## src/rtl/gnss_msg_pkg.sv

```systemverilog
// Constants, field layouts and states shared by the binary message framer.
// Assumes one 50 MHz clock domain; nothing here is synthesised on its own.
package gnss_msg_pkg;

    ////////////////////////////////////////////////////////////////////////
    // Frame markers and type letters
    localparam logic [7:0]  START_BYTE   = 8'h02; // Start of frame marker
    localparam logic [7:0]  END_BYTE     = 8'h03; // End of frame marker
    localparam logic [7:0]  TYPE_HEALTH  = 8'h53; // Letter S
    localparam logic [7:0]  TYPE_AUG     = 8'h57; // Letter W

    ////////////////////////////////////////////////////////////////////////
    // Payload geometry
    localparam int          FIELD_BYTES  = 24;    // One subframe field
    localparam int          FIELD_BITS   = FIELD_BYTES * 8;
    localparam int          HEALTH_BYTES = 2 * FIELD_BYTES;
    localparam int          HEALTH_BITS  = HEALTH_BYTES * 8;
    localparam int          RECORD_BYTES = 29;    // One GEO record
    localparam int          RECORD_BITS  = RECORD_BYTES * 8;
    localparam int          GEO_DATA_BITS = 212;  // Broadcast data word
    localparam int          MAX_GEO      = 4;
    localparam logic [15:0] HEALTH_LEN   = 16'h0030;
    localparam logic [15:0] PARAM_LEN    = 16'h0001;
    localparam logic [15:0] RECORD_LEN   = 16'h001d;
    localparam logic [5:0]  HEALTH_LAST  = 6'h2f;
    localparam logic [5:0]  RECORD_LAST  = 6'h1c;
    localparam logic [1:0]  ZERO2        = 2'h0;  // Fixed zero fields
    localparam logic        ZERO1        = 1'h0;

    ////////////////////////////////////////////////////////////////////////
    // Carriers
    typedef struct packed {
        logic [7:0]               prn;         // Satellite PRN
        logic                     crc_bad;     // 1 = CRC check failed
        logic [5:0]               msg_type;    // Broadcast message type
        logic [1:0]               preamble_id; // Preamble byte 1..3
        logic [GEO_DATA_BITS-1:0] data;        // Data word, MSB first
    } geo_record_s;

    typedef struct packed {
        logic [2:0]                  geo_count; // 1..4 records
        geo_record_s [MAX_GEO-1:0]   rec;       // rec[0] sent first
    } aug_msg_s;

    typedef struct packed {
        logic [FIELD_BITS-1:0] sf4;       // Subframe 4 words 3..10
        logic [FIELD_BITS-1:0] sf5;       // Subframe 5 words 3..10
        logic                  sf4_valid; // Sensor declared sf4 valid
        logic                  sf5_valid; // Sensor declared sf5 valid
    } health_msg_s;

    ////////////////////////////////////////////////////////////////////////
    // Framer states, Gray coded along the frame path except ST_END to ST_IDLE, which flips two bits
    typedef enum logic [3:0] {
        ST_IDLE    = 4'h0,
        ST_START   = 4'h1,
        ST_TYPE    = 4'h3,
        ST_LEN_HI  = 4'h2,
        ST_LEN_LO  = 4'h6,
        ST_PAYLOAD = 4'h7,
        ST_CK_HI   = 4'h5,
        ST_CK_LO   = 4'h4,
        ST_END     = 4'hc
    } frame_state_e;

endpackage

```

## src/rtl/frame_checksum.sv

```systemverilog
// Running 16-bit additive checksum over the bytes of one frame.
// Assumes the framer clears it once per frame before the first add.
`timescale 1ns/1ps
module frame_checksum (
    // Clock, reset, enable
    input  wire logic        clk_in,
    input  wire logic        reset_n_in,
    input  wire logic        ce_in,
    // Control and data
    input  wire logic        clear_in,
    input  wire logic        add_in,
    input  wire logic [7:0]  byte_in,
    // Result
    output logic      [15:0] sum_out
);

    logic [15:0] sum;       // Current sum
    logic [15:0] next_sum;  // Sum after this cycle

    ////////////////////////////////////////////////////////////////////////
    // Clear wins over add so a new frame never inherits an old byte
    always_comb begin
        next_sum = sum;
        if (clear_in) begin
            next_sum = 16'h0000;
        end else if (add_in) begin
            next_sum = 16'(sum + {8'h00, byte_in});
        end
    end

    // Register only
    always_ff @(posedge clk_in) begin
        if (!reset_n_in) begin
            sum <= 16'h0000;
        end else if (ce_in) begin
            sum <= next_sum;
        end
    end

    assign sum_out = sum;

endmodule

```

## src/rtl/gnss_binary_msg_framer.sv

```systemverilog
// Frames the health message and the augmentation data message into a
// byte stream with valid/ready handshake toward the host serial link.
// Assumes requests and data come from logic on the same clock.
//
// Notes on behaviour
// - First health field: subframe 4, valid only
// - Second health field: subframe 5, valid only
// - Parameter high nibble: counter, wraps mod 16
// - Parameter bits 3 and 2 are zero
// - Parameter bits 1..0 encode GEO count
// - Record byte 2 bit 7: CRC bad flag
// - Record byte 2 bit 6 is zero
// - Record byte 2 bits 5..0: message type
// - Record byte 3 bits 7..6: preamble byte
// - Record byte 3 bits 5..4 are zero
// - Record byte 3 bits 3..0: data MSBs
// - Last 26 bytes: remaining 208 data bits
`timescale 1ns/1ps
module gnss_binary_msg_framer (
    // Clock, reset, enable
    input  wire logic                      clk_in,
    input  wire logic                      reset_n_in,
    input  wire logic                      ce_in,
    // Health message request
    input  wire logic                      health_req_in,
    input  wire gnss_msg_pkg::health_msg_s health_in,
    // Augmentation message request
    input  wire logic                      aug_req_in,
    input  wire gnss_msg_pkg::aug_msg_s    aug_in,
    // Byte stream toward the host link
    output logic      [7:0]                byte_out,
    output logic                           byte_valid_out,
    input  wire logic                      byte_ready_in,
    // Status
    output logic                           busy_out,
    output logic                           req_refused_out,
    output logic      [3:0]                msg_counter_out
);

    ////////////////////////////////////////////////////////////////////////
    // Decoding helpers

    // GEO count 1..4 to two-bit code; four wraps to 00
    function automatic logic [1:0] geo_code(input logic [2:0] n);
        return n[1:0];
    endfunction

    // Legal GEO count check, used for acceptance and nothing else
    function automatic logic geo_ok(input logic [2:0] n);
        return (n != 3'h0) && (n <= 3'(gnss_msg_pkg::MAX_GEO));
    endfunction

    // Byte k of one 29-byte GEO record
    function automatic logic [7:0] record_byte(
        input gnss_msg_pkg::geo_record_s r,
        input logic [5:0]                k
    );
        logic [gnss_msg_pkg::RECORD_BITS-1:0] bits;
        bits = {r.prn,
                r.crc_bad,
                gnss_msg_pkg::ZERO1,
                r.msg_type,
                r.preamble_id,
                gnss_msg_pkg::ZERO2,
                r.data};
        // Data LSBs fill the last 26 bytes in order
        return bits[gnss_msg_pkg::RECORD_BITS - 1 - 8 * int'(k) -: 8];
    endfunction

    ////////////////////////////////////////////////////////////////////////
    // State

    localparam int HB_W = gnss_msg_pkg::HEALTH_BITS;

    gnss_msg_pkg::frame_state_e state,      next_state;      // Framer
    logic                       is_aug,     next_is_aug;     // Message kind
    logic [5:0]                 off,        next_off;        // Byte index
    logic [1:0]                 rec,        next_rec;        // Record index
    logic                       param_sent, next_param_sent; // Param done
    logic [3:0]                 counter,    next_counter;    // Aug counter
    logic [15:0]                len,        next_len;        // Payload len
    gnss_msg_pkg::health_msg_s  hsnap,      next_hsnap;      // Health copy
    gnss_msg_pkg::aug_msg_s     asnap,      next_asnap;      // Aug copy
    logic [7:0]                 obyte,      next_obyte;      // Output byte
    logic                       ovalid,     next_ovalid;     // Output valid
    logic                       refused,    next_refused;    // Refusal pulse

    logic                       advance;    // Output slot free this cycle
    logic                       sum_clear;  // Start of a new frame
    logic                       sum_add;    // Byte enters the checksum
    logic [15:0]                sum;        // Running checksum
    logic [HB_W-1:0]            hbits;      // Both health fields in order

    assign advance = !ovalid || byte_ready_in;
    assign hbits   = {hsnap.sf4, hsnap.sf5};

    ////////////////////////////////////////////////////////////////////////
    // Checksum over type, length and payload bytes
    frame_checksum u_sum (
        .clk_in     (clk_in),
        .reset_n_in (reset_n_in),
        .ce_in      (ce_in),
        .clear_in   (sum_clear),
        .add_in     (sum_add),
        .byte_in    (next_obyte),
        .sum_out    (sum)
    );

    ////////////////////////////////////////////////////////////////////////
    // Next-state logic: one output byte per free slot
    always_comb begin
        next_state      = state;
        next_is_aug     = is_aug;
        next_off        = off;
        next_rec        = rec;
        next_param_sent = param_sent;
        next_counter    = counter;
        next_len        = len;
        next_hsnap      = hsnap;
        next_asnap      = asnap;
        next_obyte      = obyte;
        next_ovalid     = ovalid && !byte_ready_in;
        next_refused    = 1'b0;
        sum_clear       = 1'b0;
        sum_add         = 1'b0;
        unique case (state)
            gnss_msg_pkg::ST_IDLE: begin
                // Health needs both fields declared valid
                if (health_req_in) begin
                    if (health_in.sf4_valid && health_in.sf5_valid) begin
                        next_hsnap  = health_in;
                        next_is_aug = 1'b0;
                        next_len    = gnss_msg_pkg::HEALTH_LEN;
                        sum_clear   = 1'b1;
                        next_state  = gnss_msg_pkg::ST_START;
                    end else begin
                        next_refused = 1'b1;
                    end
                    // Health has priority; a same-cycle aug request is lost
                    next_refused = next_refused || aug_req_in;
                end else if (aug_req_in) begin
                    if (geo_ok(aug_in.geo_count)) begin
                        next_asnap   = aug_in;
                        next_is_aug  = 1'b1;
                        next_counter = 4'(counter + 4'h1);
                        next_len     = 16'(gnss_msg_pkg::PARAM_LEN +
                                       16'(gnss_msg_pkg::RECORD_LEN *
                                           {13'h0000, aug_in.geo_count}));
                        sum_clear    = 1'b1;
                        next_state   = gnss_msg_pkg::ST_START;
                    end else begin
                        next_refused = 1'b1;
                    end
                end
            end
            gnss_msg_pkg::ST_START: begin
                if (advance) begin
                    next_obyte  = gnss_msg_pkg::START_BYTE;
                    next_ovalid = 1'b1;
                    next_state  = gnss_msg_pkg::ST_TYPE;
                end
            end
            gnss_msg_pkg::ST_TYPE: begin
                if (advance) begin
                    next_obyte  = is_aug ? gnss_msg_pkg::TYPE_AUG
                                         : gnss_msg_pkg::TYPE_HEALTH;
                    next_ovalid = 1'b1;
                    sum_add     = 1'b1;
                    next_state  = gnss_msg_pkg::ST_LEN_HI;
                end
            end
            gnss_msg_pkg::ST_LEN_HI: begin
                if (advance) begin
                    next_obyte  = len[15:8];
                    next_ovalid = 1'b1;
                    sum_add     = 1'b1;
                    next_state  = gnss_msg_pkg::ST_LEN_LO;
                end
            end
            gnss_msg_pkg::ST_LEN_LO: begin
                if (advance) begin
                    next_obyte      = len[7:0];
                    next_ovalid     = 1'b1;
                    sum_add         = 1'b1;
                    next_off        = 6'h00;
                    next_rec        = 2'h0;
                    next_param_sent = !is_aug;
                    next_state      = gnss_msg_pkg::ST_PAYLOAD;
                end
            end
            gnss_msg_pkg::ST_PAYLOAD: begin
                if (advance) begin
                    next_ovalid = 1'b1;
                    sum_add     = 1'b1;
                    if (!is_aug) begin
                        // Subframe 4 field then subframe 5
                        next_obyte = hbits[HB_W - 1 - 8 * int'(off) -: 8];
                        next_off   = 6'(off + 6'h01);
                        if (off == gnss_msg_pkg::HEALTH_LAST) begin
                            next_state = gnss_msg_pkg::ST_CK_HI;
                        end
                    end else if (!param_sent) begin
                        // Counter, zero pair, GEO count code
                        next_obyte      = {counter,
                                           gnss_msg_pkg::ZERO2,
                                           geo_code(asnap.geo_count)};
                        next_param_sent = 1'b1;
                    end else begin
                        next_obyte = record_byte(asnap.rec[rec], off);
                        next_off   = 6'(off + 6'h01);
                        // Exactly geo_count records
                        if (off == gnss_msg_pkg::RECORD_LAST) begin
                            next_off = 6'h00;
                            next_rec = 2'(rec + 2'h1);
                            if ({1'b0, rec} == 3'(asnap.geo_count - 3'h1))
                            begin
                                next_state = gnss_msg_pkg::ST_CK_HI;
                            end
                        end
                    end
                end
            end
            gnss_msg_pkg::ST_CK_HI: begin
                // Sum already holds every byte from type to the payload's last
                if (advance) begin
                    next_obyte  = sum[15:8];
                    next_ovalid = 1'b1;
                    next_state  = gnss_msg_pkg::ST_CK_LO;
                end
            end
            gnss_msg_pkg::ST_CK_LO: begin
                if (advance) begin
                    next_obyte  = sum[7:0];
                    next_ovalid = 1'b1;
                    next_state  = gnss_msg_pkg::ST_END;
                end
            end
            gnss_msg_pkg::ST_END: begin
                if (advance) begin
                    next_obyte  = gnss_msg_pkg::END_BYTE;
                    next_ovalid = 1'b1;
                    next_state  = gnss_msg_pkg::ST_IDLE;
                end
            end
            default: begin
                // Illegal code: drop the frame and return to idle
                next_state = gnss_msg_pkg::ST_IDLE;
            end
        endcase
    end

    ////////////////////////////////////////////////////////////////////////
    // Registers only; the clock enable freezes everything
    always_ff @(posedge clk_in) begin
        if (!reset_n_in) begin
            state      <= gnss_msg_pkg::ST_IDLE;
            is_aug     <= 1'b0;
            off        <= 6'h00;
            rec        <= 2'h0;
            param_sent <= 1'b0;
            counter    <= 4'h0;
            len        <= 16'h0000;
            hsnap      <= '0;
            asnap      <= '0;
            obyte      <= 8'h00;
            ovalid     <= 1'b0;
            refused    <= 1'b0;
        end else if (ce_in) begin
            state      <= next_state;
            is_aug     <= next_is_aug;
            off        <= next_off;
            rec        <= next_rec;
            param_sent <= next_param_sent;
            counter    <= next_counter;
            len        <= next_len;
            hsnap      <= next_hsnap;
            asnap      <= next_asnap;
            obyte      <= next_obyte;
            ovalid     <= next_ovalid;
            refused    <= next_refused;
        end
    end

    ////////////////////////////////////////////////////////////////////////
    // Outputs
    assign byte_out        = obyte;
    assign byte_valid_out  = ovalid;
    assign busy_out        = (state != gnss_msg_pkg::ST_IDLE);
    assign req_refused_out = refused;
    assign msg_counter_out = counter;

endmodule

```

## config.mk

```make
export PLATFORM = sky130hd
export DESIGN_NAME = gnss_binary_msg_framer
export DESIGN_NICKNAME = d
export VERILOG_FILES = /design/src/rtl/gnss_msg_pkg.sv /design/src/rtl/frame_checksum.sv /design/src/rtl/gnss_binary_msg_framer.sv
export SDC_FILE = /design/constraint.sdc
export NUM_CORES = 2
export LEC_CHECK = 0
export ABC_AREA = 0
export ABC_CLOCK_PERIOD_IN_PS = 7200
export BUFFER_PORTS_ARGS = -buffer_cell sky130_fd_sc_hd__buf_2
export CORE_AREA = 3 3 520 522
export CTS_CLUSTER_SIZE = 10
export DETAILED_ROUTE_END_ITERATION = 10
export DIE_AREA = 0 0 523 525
export PLACE_DENSITY = 0.42
export SLEW_MARGIN = 20
export SYNTH_ARGS = -nofsm -noshare
export SYNTH_HDL_FRONTEND = slang
export SYNTH_SLANG_ARGS = --single-unit
```

## constraint.sdc

```tcl
create_clock -name clk_in -period 7.2 [get_ports clk_in]
set_input_delay 0.36 -clock clk_in [delete_from_list [all_inputs] [get_ports clk_in]]
set_output_delay 0.36 -clock clk_in [all_outputs]
set_load 0.1 [all_outputs]
```

; Word-level counts from Yosys, hierarchy flattened
; Cells that the tools add are included.
[word_totals]
regBits = 1363
output_inout_bits = 15
elab_cells = 177
[op_classes]
n_addsub = 8
multipliers = 1
magnitude_cmp = 2
eq_ne = 30
n_shift = 2
muxes = 74
n_bitwise = 1
reduce_logical = 25
[ops]
columns = op, n
row1 = binary-select mux 229 bit (select 2 bit), 1
row2 = indexed part select 391 x 10 -> 8 bit, 1
row3 = indexed part select 239 x 10 -> 8 bit, 1
row4 = two-way mux 229 bit, 1
row5 = two-way mux 16 bit, 6
row6 = two-way mux 8 bit, 10
row7 = two-way mux 4 bit, 17
row8 = case mux 8 bit (8 select lines), 1
row9 = case mux 4 bit (9 select lines), 1
row10 = two-way mux 6 bit, 5
row11 = two-way mux 1 bit, 23
row12 = "inequality test 2 bit, second input constant", 11
row13 = "inequality test 3 bit, second input constant", 7
row14 = AND reduction 5 bit, 4
row15 = adder 16 x 8 -> 16 bit, 1
row16 = "equality test 4 x 3 -> 1 bit, second input constant", 4
row17 = AND reduction 16 bit, 1
row18 = case mux 6 bit (2 select lines), 1
row19 = two-way mux 2 bit, 5
row20 = "subtractor 8 x 9 -> 10 bit, first input constant", 1
row21 = "subtractor 9 x 9 -> 10 bit, first input constant", 1
row22 = "adder 1 x 8 -> 9 bit, first input constant", 1
row23 = "equality test 4 x 2 -> 1 bit, second input constant", 2
row24 = "multiplier 5 x 3 -> 8 bit, first input constant", 1
row25 = other kinds (28), 36

; Logic depth before layout (Yosys ltp)
[depth]
ltp_word = 10
ltp_mapped = 27
ltp_nobuf = 19

; Hierarchy
; A second synthesis with hierarchy kept.
[unflattened]
hier_cells = 6851
hier_area_um2 = 61756.7
[by_module_without_submodules]
columns = module, n_inst, cells_per_inst, area_each_um2, seq_area_each_um2
row1 = gnss_binary_msg_framer, 1, 6728, 60634.4, 26805.7
row2 = frame_checksum, 1, 123, 1122.3, 320.3

; Worst setup path after synthesis
; Ideal clock, no wire load.
[synth_path]
path_type = reg2reg
start = reg off[0]
end = reg u_sum.sum[13], in the netlist u_sum.sum_out[13]
arrival_ps = 5135
required_ps = 7081
slack_ps = 1946
stages_incl_launch_ff = 25
cell_sequence = dfxtp_1 -> buf_4 -> buf_6 -> inv_1 -> buf_2 -> buf_1 -> ha_1 -> buf_4 -> xor2_2 -> buf_4 -> buf_6 -> buf_4 -> nor2_1 -> a311oi_1 -> a211oi_2 -> o31ai_1 -> o21a_1 -> ha_1 -> a21o_1 -> a21o_1 -> a21o_1 -> a2111o_1 -> a31oi_1 -> nor4_1 -> o21bai_1
[synth_between]
elab_chain_len = 9
elab_cells_between_ends = 11
cone_classes = 3 x add/sub / 2 x shift / 6 x mux
[synth_lines]
columns = item, line
row1 = start: declaration, gnss_binary_msg_framer.sv:77  ; logic [5:0] off, next_off;
row2 = start signal: assignment, gnss_binary_msg_framer.sv:271  ; off <= next_off;
row3 = subtractor 8 x 9 -> 10 bit, gnss_binary_msg_framer.sv:67  ; return bits[gnss_msg_pkg::RECORD_BITS - 1 - 8 * int'(k) -: 8];
row4 = indexed part select 239 x 10 -> 8 bit, gnss_binary_msg_framer.sv:67
row5 = two-way mux 8 bit, gnss_binary_msg_framer.sv:202  ; end else if (!param_sent) begin
row6 = two-way mux 8 bit (*), gnss_binary_msg_framer.sv:195  ; if (!is_aug) begin
row7 = two-way mux 8 bit (*), gnss_binary_msg_framer.sv:192  ; if (advance) begin
row8 = case mux 8 bit (8 select lines) (*), gnss_binary_msg_framer.sv:126  ; unique case (state)
row9 = named net next_obyte[1], gnss_binary_msg_framer.sv:84  ; logic [7:0] obyte, next_obyte;
row10 = adder 16 x 8 -> 16 bit (*), frame_checksum.sv:27  ; next_sum = 16'(sum + {8'h00, byte_in});
row11 = two-way mux 16 bit (*), frame_checksum.sv:26  ; end else if (add_in) begin
row12 = two-way mux 16 bit (*), frame_checksum.sv:24  ; if (clear_in) begin
row13 = end signal: assignment, frame_checksum.sv:36  ; sum <= next_sum;
row14 = end: declaration, frame_checksum.sv:17  ; logic [15:0] sum;
; Mark *: on every way through the listed nets, which the timed path passes. The rest lies on a longest branch. The select of a mux whose other input is x is not followed.
; A chain may end at the register's enable or synchronous reset.

; Final worst setup path
[layout_path]
start = reg off[0]
end = reg u_sum.sum[12], in the netlist u_sum.sum_out[12]
; The elaborated chain is that of the path after synthesis.

==> qor.csv <==
metric,value,unit
status,finished clean,
root buf cell,clkbuf_16,
antenna violations before repair,77,
die area,0.275,sq mm
hold depth,3,
synthesized area per cell,8.41,sq um
CP Class,flip-flop to flip-flop,
Hold Crit Start,aug_in[808],
Power Dens Cells,215,mW/mm^2
Core ar.,0.266,sq mm
CP required,7.83,ns
max incr delay on CP,0.96,ns
CTS Buf Count,169,
GP Congestion,0.893,
Post-synth top flop,dfxtp_1,
Syn Nets,8328,
Initial Util,22.1,%
All-Layer GR Usage,23.5,%
remaining antenna violation count,0,
RSZ-0062 raised after global routing,false,
CP max stage cell,nor4_1,
CTS sink count,1355,
M2 GR Usage,40.0,%
"EDFF count, synth",0,
global-route wire length before repair,465,mm
P&R area growth vs syn,47.8,%
synth unique cells,82,
final WL,337,mm
Seq cells post-synth,1355,
DRT Pass-1 Iters,6,
Final Hold Fails,0,
Worst IR Drop VDD,219,uV
"Seq/Total Area, Yosys",46.1,%
"Net count, final",10700,
Reg2Reg Setup Slack,1.37,ns
yosys warns,0,
relative slew slack,14.6,%
crit path DAT,6.46,ns
Post CTS Setup Buffer Count,0,
largest net degree at the start of global routing,213,
Final min period,5.83,ns
H-tree depth,4,
GR Util met3,3.75,%
leakage power figure,31.4,nW
Worst-Skew Late Latency,0.83,ns
fin. max-slew vios,0,
met1 usage,29.2,%
Worst Hold Class,input pin to flip-flop,
fraction of layout cells with a size suffix above 1,21.7,%
via count,61800,
Die W,523,um
Syn Inst Count,6987,
asr flop ratio synth,0,%
CP bufs+invs,3,
Clock Pin Slew Worst Setup and Hold Paths,0.06,ns
cts repair resizes,0,
Setup TNS Final,0,ns
clock skew,0.0735,ns
crit path cell chain,buf_12 > buf_4 > mux4_2 > a22oi_1 > a21oi_1 > nor4_1 > a211oi_1 > buf_4 > o311ai_1 > a31oi_1 > ha_1 > a21oi_1 > a21oi_1 > o21ai_0 > a211oi_1 > xnor2_1 > nor2_1,
WHS Endpoint,asnap[808],
Sequential Area,0.0271,sq mm
Crit Path Max Fanout,52,
final worst path period share,80.9,%
fillers,27800,
"delay-heaviest family, CP",compound AO/OA/AOI/OAI gates,
DRC Markers,0,
Max-Cap Viols,0,
IO buf count,1325,
r2r worst-path depth,17,
FF-to-FF End,u_sum.sum_out[12],
CTS tree,yes,
Final Power,18.7,mW
CP Launch Type,flip-flop,
Initial DRC Count,4615,
DPL Wire Length,257,mm
# rows,189,
Worst Tran Pin Value,1.28,ns
Via density,4.76,
reg2reg start,off[0],
Clock Tree Buf Depth,3,
GR Overflow Total,0,
IO Count,1326,
WL per Instance,26.0,um
Setup crit end kind,flip-flop,
FMAX,0.172,GHz
area of the multi-input gates,0.0291,sq mm
busiest grt layer,met2,
die height,525,um
Syn Std Cell Area,0.0588,sq mm
CP Depth,17,
CP dominant cell by count,a21oi_1,
vias in the first global route,62400,
Final Setup Violations,0,
## cells in the mapped netlist, types with 12 or more instances
cell type,instances,share of area [%]
nand2_1,2707,17
a21oi_1,1371,12
dfxtp_1,1355,46
clkbuf_1,423,2.7
mux4_2,329,13
buf_2,89,0.76
nor2_1,73,0.47
nand3_1,50,0.43
a22oi_1,45,0.57
nor3_1,43,0.37
mux2i_1,42,0.72
o21ai_0,29,0.25
inv_1,28,0.18
ha_1,27,0.57
buf_4,26,0.33
o22ai_1,25,0.27
buf_6,22,0.42
xnor2_1,17,0.25
nor2b_1,16,0.17
a31oi_1,15,0.16
o211ai_1,15,0.19
a211oi_1,14,0.18
nand4_1,13,0.14
buf_1,12,0.077
## through the flow
step           hold slack [ns]  instances  setup WS, ns  util (%)  cell area, sq um
2_1_floorplan            0.423       6987          1.95         -             58800
3_3_place_gp             0.439      11400         0.922      25.8             68400
3_5_place_dp             0.443      11400          1.34      25.8             68400
4_1_cts                 0.0219      12900          1.26      32.7             86800
5_1_grt                0.00685      13000          1.07      32.7             86900
6_report                0.0698      13000          1.37      32.7             86900
## flip-flops by register name, indices dropped and copies added, names as in the netlist
| register | count |
|---|---|
| byte_valid_out | 1 |
| req_refused_out | 1 |
| len | 8 |
| off | 6 |
| rec | 2 |
| state | 4 |
| u_sum.sum_out | 16 |
| param_sent | 1 |
| hbits | 384 |
| byte_out | 8 |
| is_aug | 1 |
| msg_counter_out | 4 |
| asnap | 919 |
## cell families after synthesis
family	Yosys count	synth area share [%]
simple gates	2972	19.7
fa+ha+maj	30	0.677
buf+inv	607	4.63
xor+xnor	30	0.472
mux	386	13.7
compound gates	1607	14.7
flops	1355	46.1
## how the worst max path moves through the flow
stage,endpoint,start,slack (ns)
2_1_floorplan,u_sum.sum_out[13],off[0],1.95
3_3_place_gp,u_sum.sum_out[9],off[0],0.92
3_5_place_dp,u_sum.sum_out[15],off[1],1.34
4_1_cts,u_sum.sum_out[15],off[1],1.26
5_1_grt,u_sum.sum_out[13],off[0],1.07
6_report,u_sum.sum_out[12],off[0],1.37
## final cells by class
cell class                      instances  share of cell area, %
Inverter                               30                  0.140
Multi-Input combinational cell       5025                   33.5
Timing Repair Buffer                 2738                   23.9
Tap cell                             3533                   5.09
Clock buffer                          236                   5.49
Antenna cell                           35                  0.101
Sequential cell                      1355                   31.2
Clock inverter                         30                  0.611
## cells in the final DEF, fill, tap and decap left out, types with 42 or more instances in the layout
master,instances
nand2_1,2707
a21oi_1,1371
dfxtp_1,1350
buf_2,1325
dlygate4sd3_1,1303
mux4_2,329
clkbuf_16,169
buf_4,91
nor2_1,71
nand3_1,49
a22oi_1,45
mux2i_1,42
## what timing repair did
| action | in CTS | in global routing |
|---|---|---|
| hold buffers | 1303 | 0 |
| setup endpoints to repair | 0 | 0 |
| hold endpoints to repair | 1306 | 0 |
## per-layer routing
| layer | routed length, um | share of wire, % | up-vias |
|---|---|---|---|
| li1 | - | - | 28400 |
| met1 | 140000 | 42 | 30300 |
| met2 | 162000 | 48 | 2454 |
| met3 | 18600 | 5.5 | 625 |
| met4 | 16700 | 5.0 | 6 |
| met5 | 38 | 0.011 | - |
## where the power goes
part | switching [mW] | leakage (nW) | internal, mW
sequential | 0.184 | 11.0 | 7.74
clock | 3.56 | 2.57 | 4.76
combinational | 1.38 | 17.8 | 1.09
## worst reg2reg max path: cells and delay by family, from the launching register on
family	cells	cell delay, ns
AOI/OAI and AO/OA	9	1.87
buffers and inverters	3	1.14
and+or+nand+nor	2	1.01
muxes	1	0.63
DFF	1	0.44
adders and majority gates	1	0.36
xor gates and xnor gates	1	0.18
Note: power is estimated with default switching activity, not from simulation.
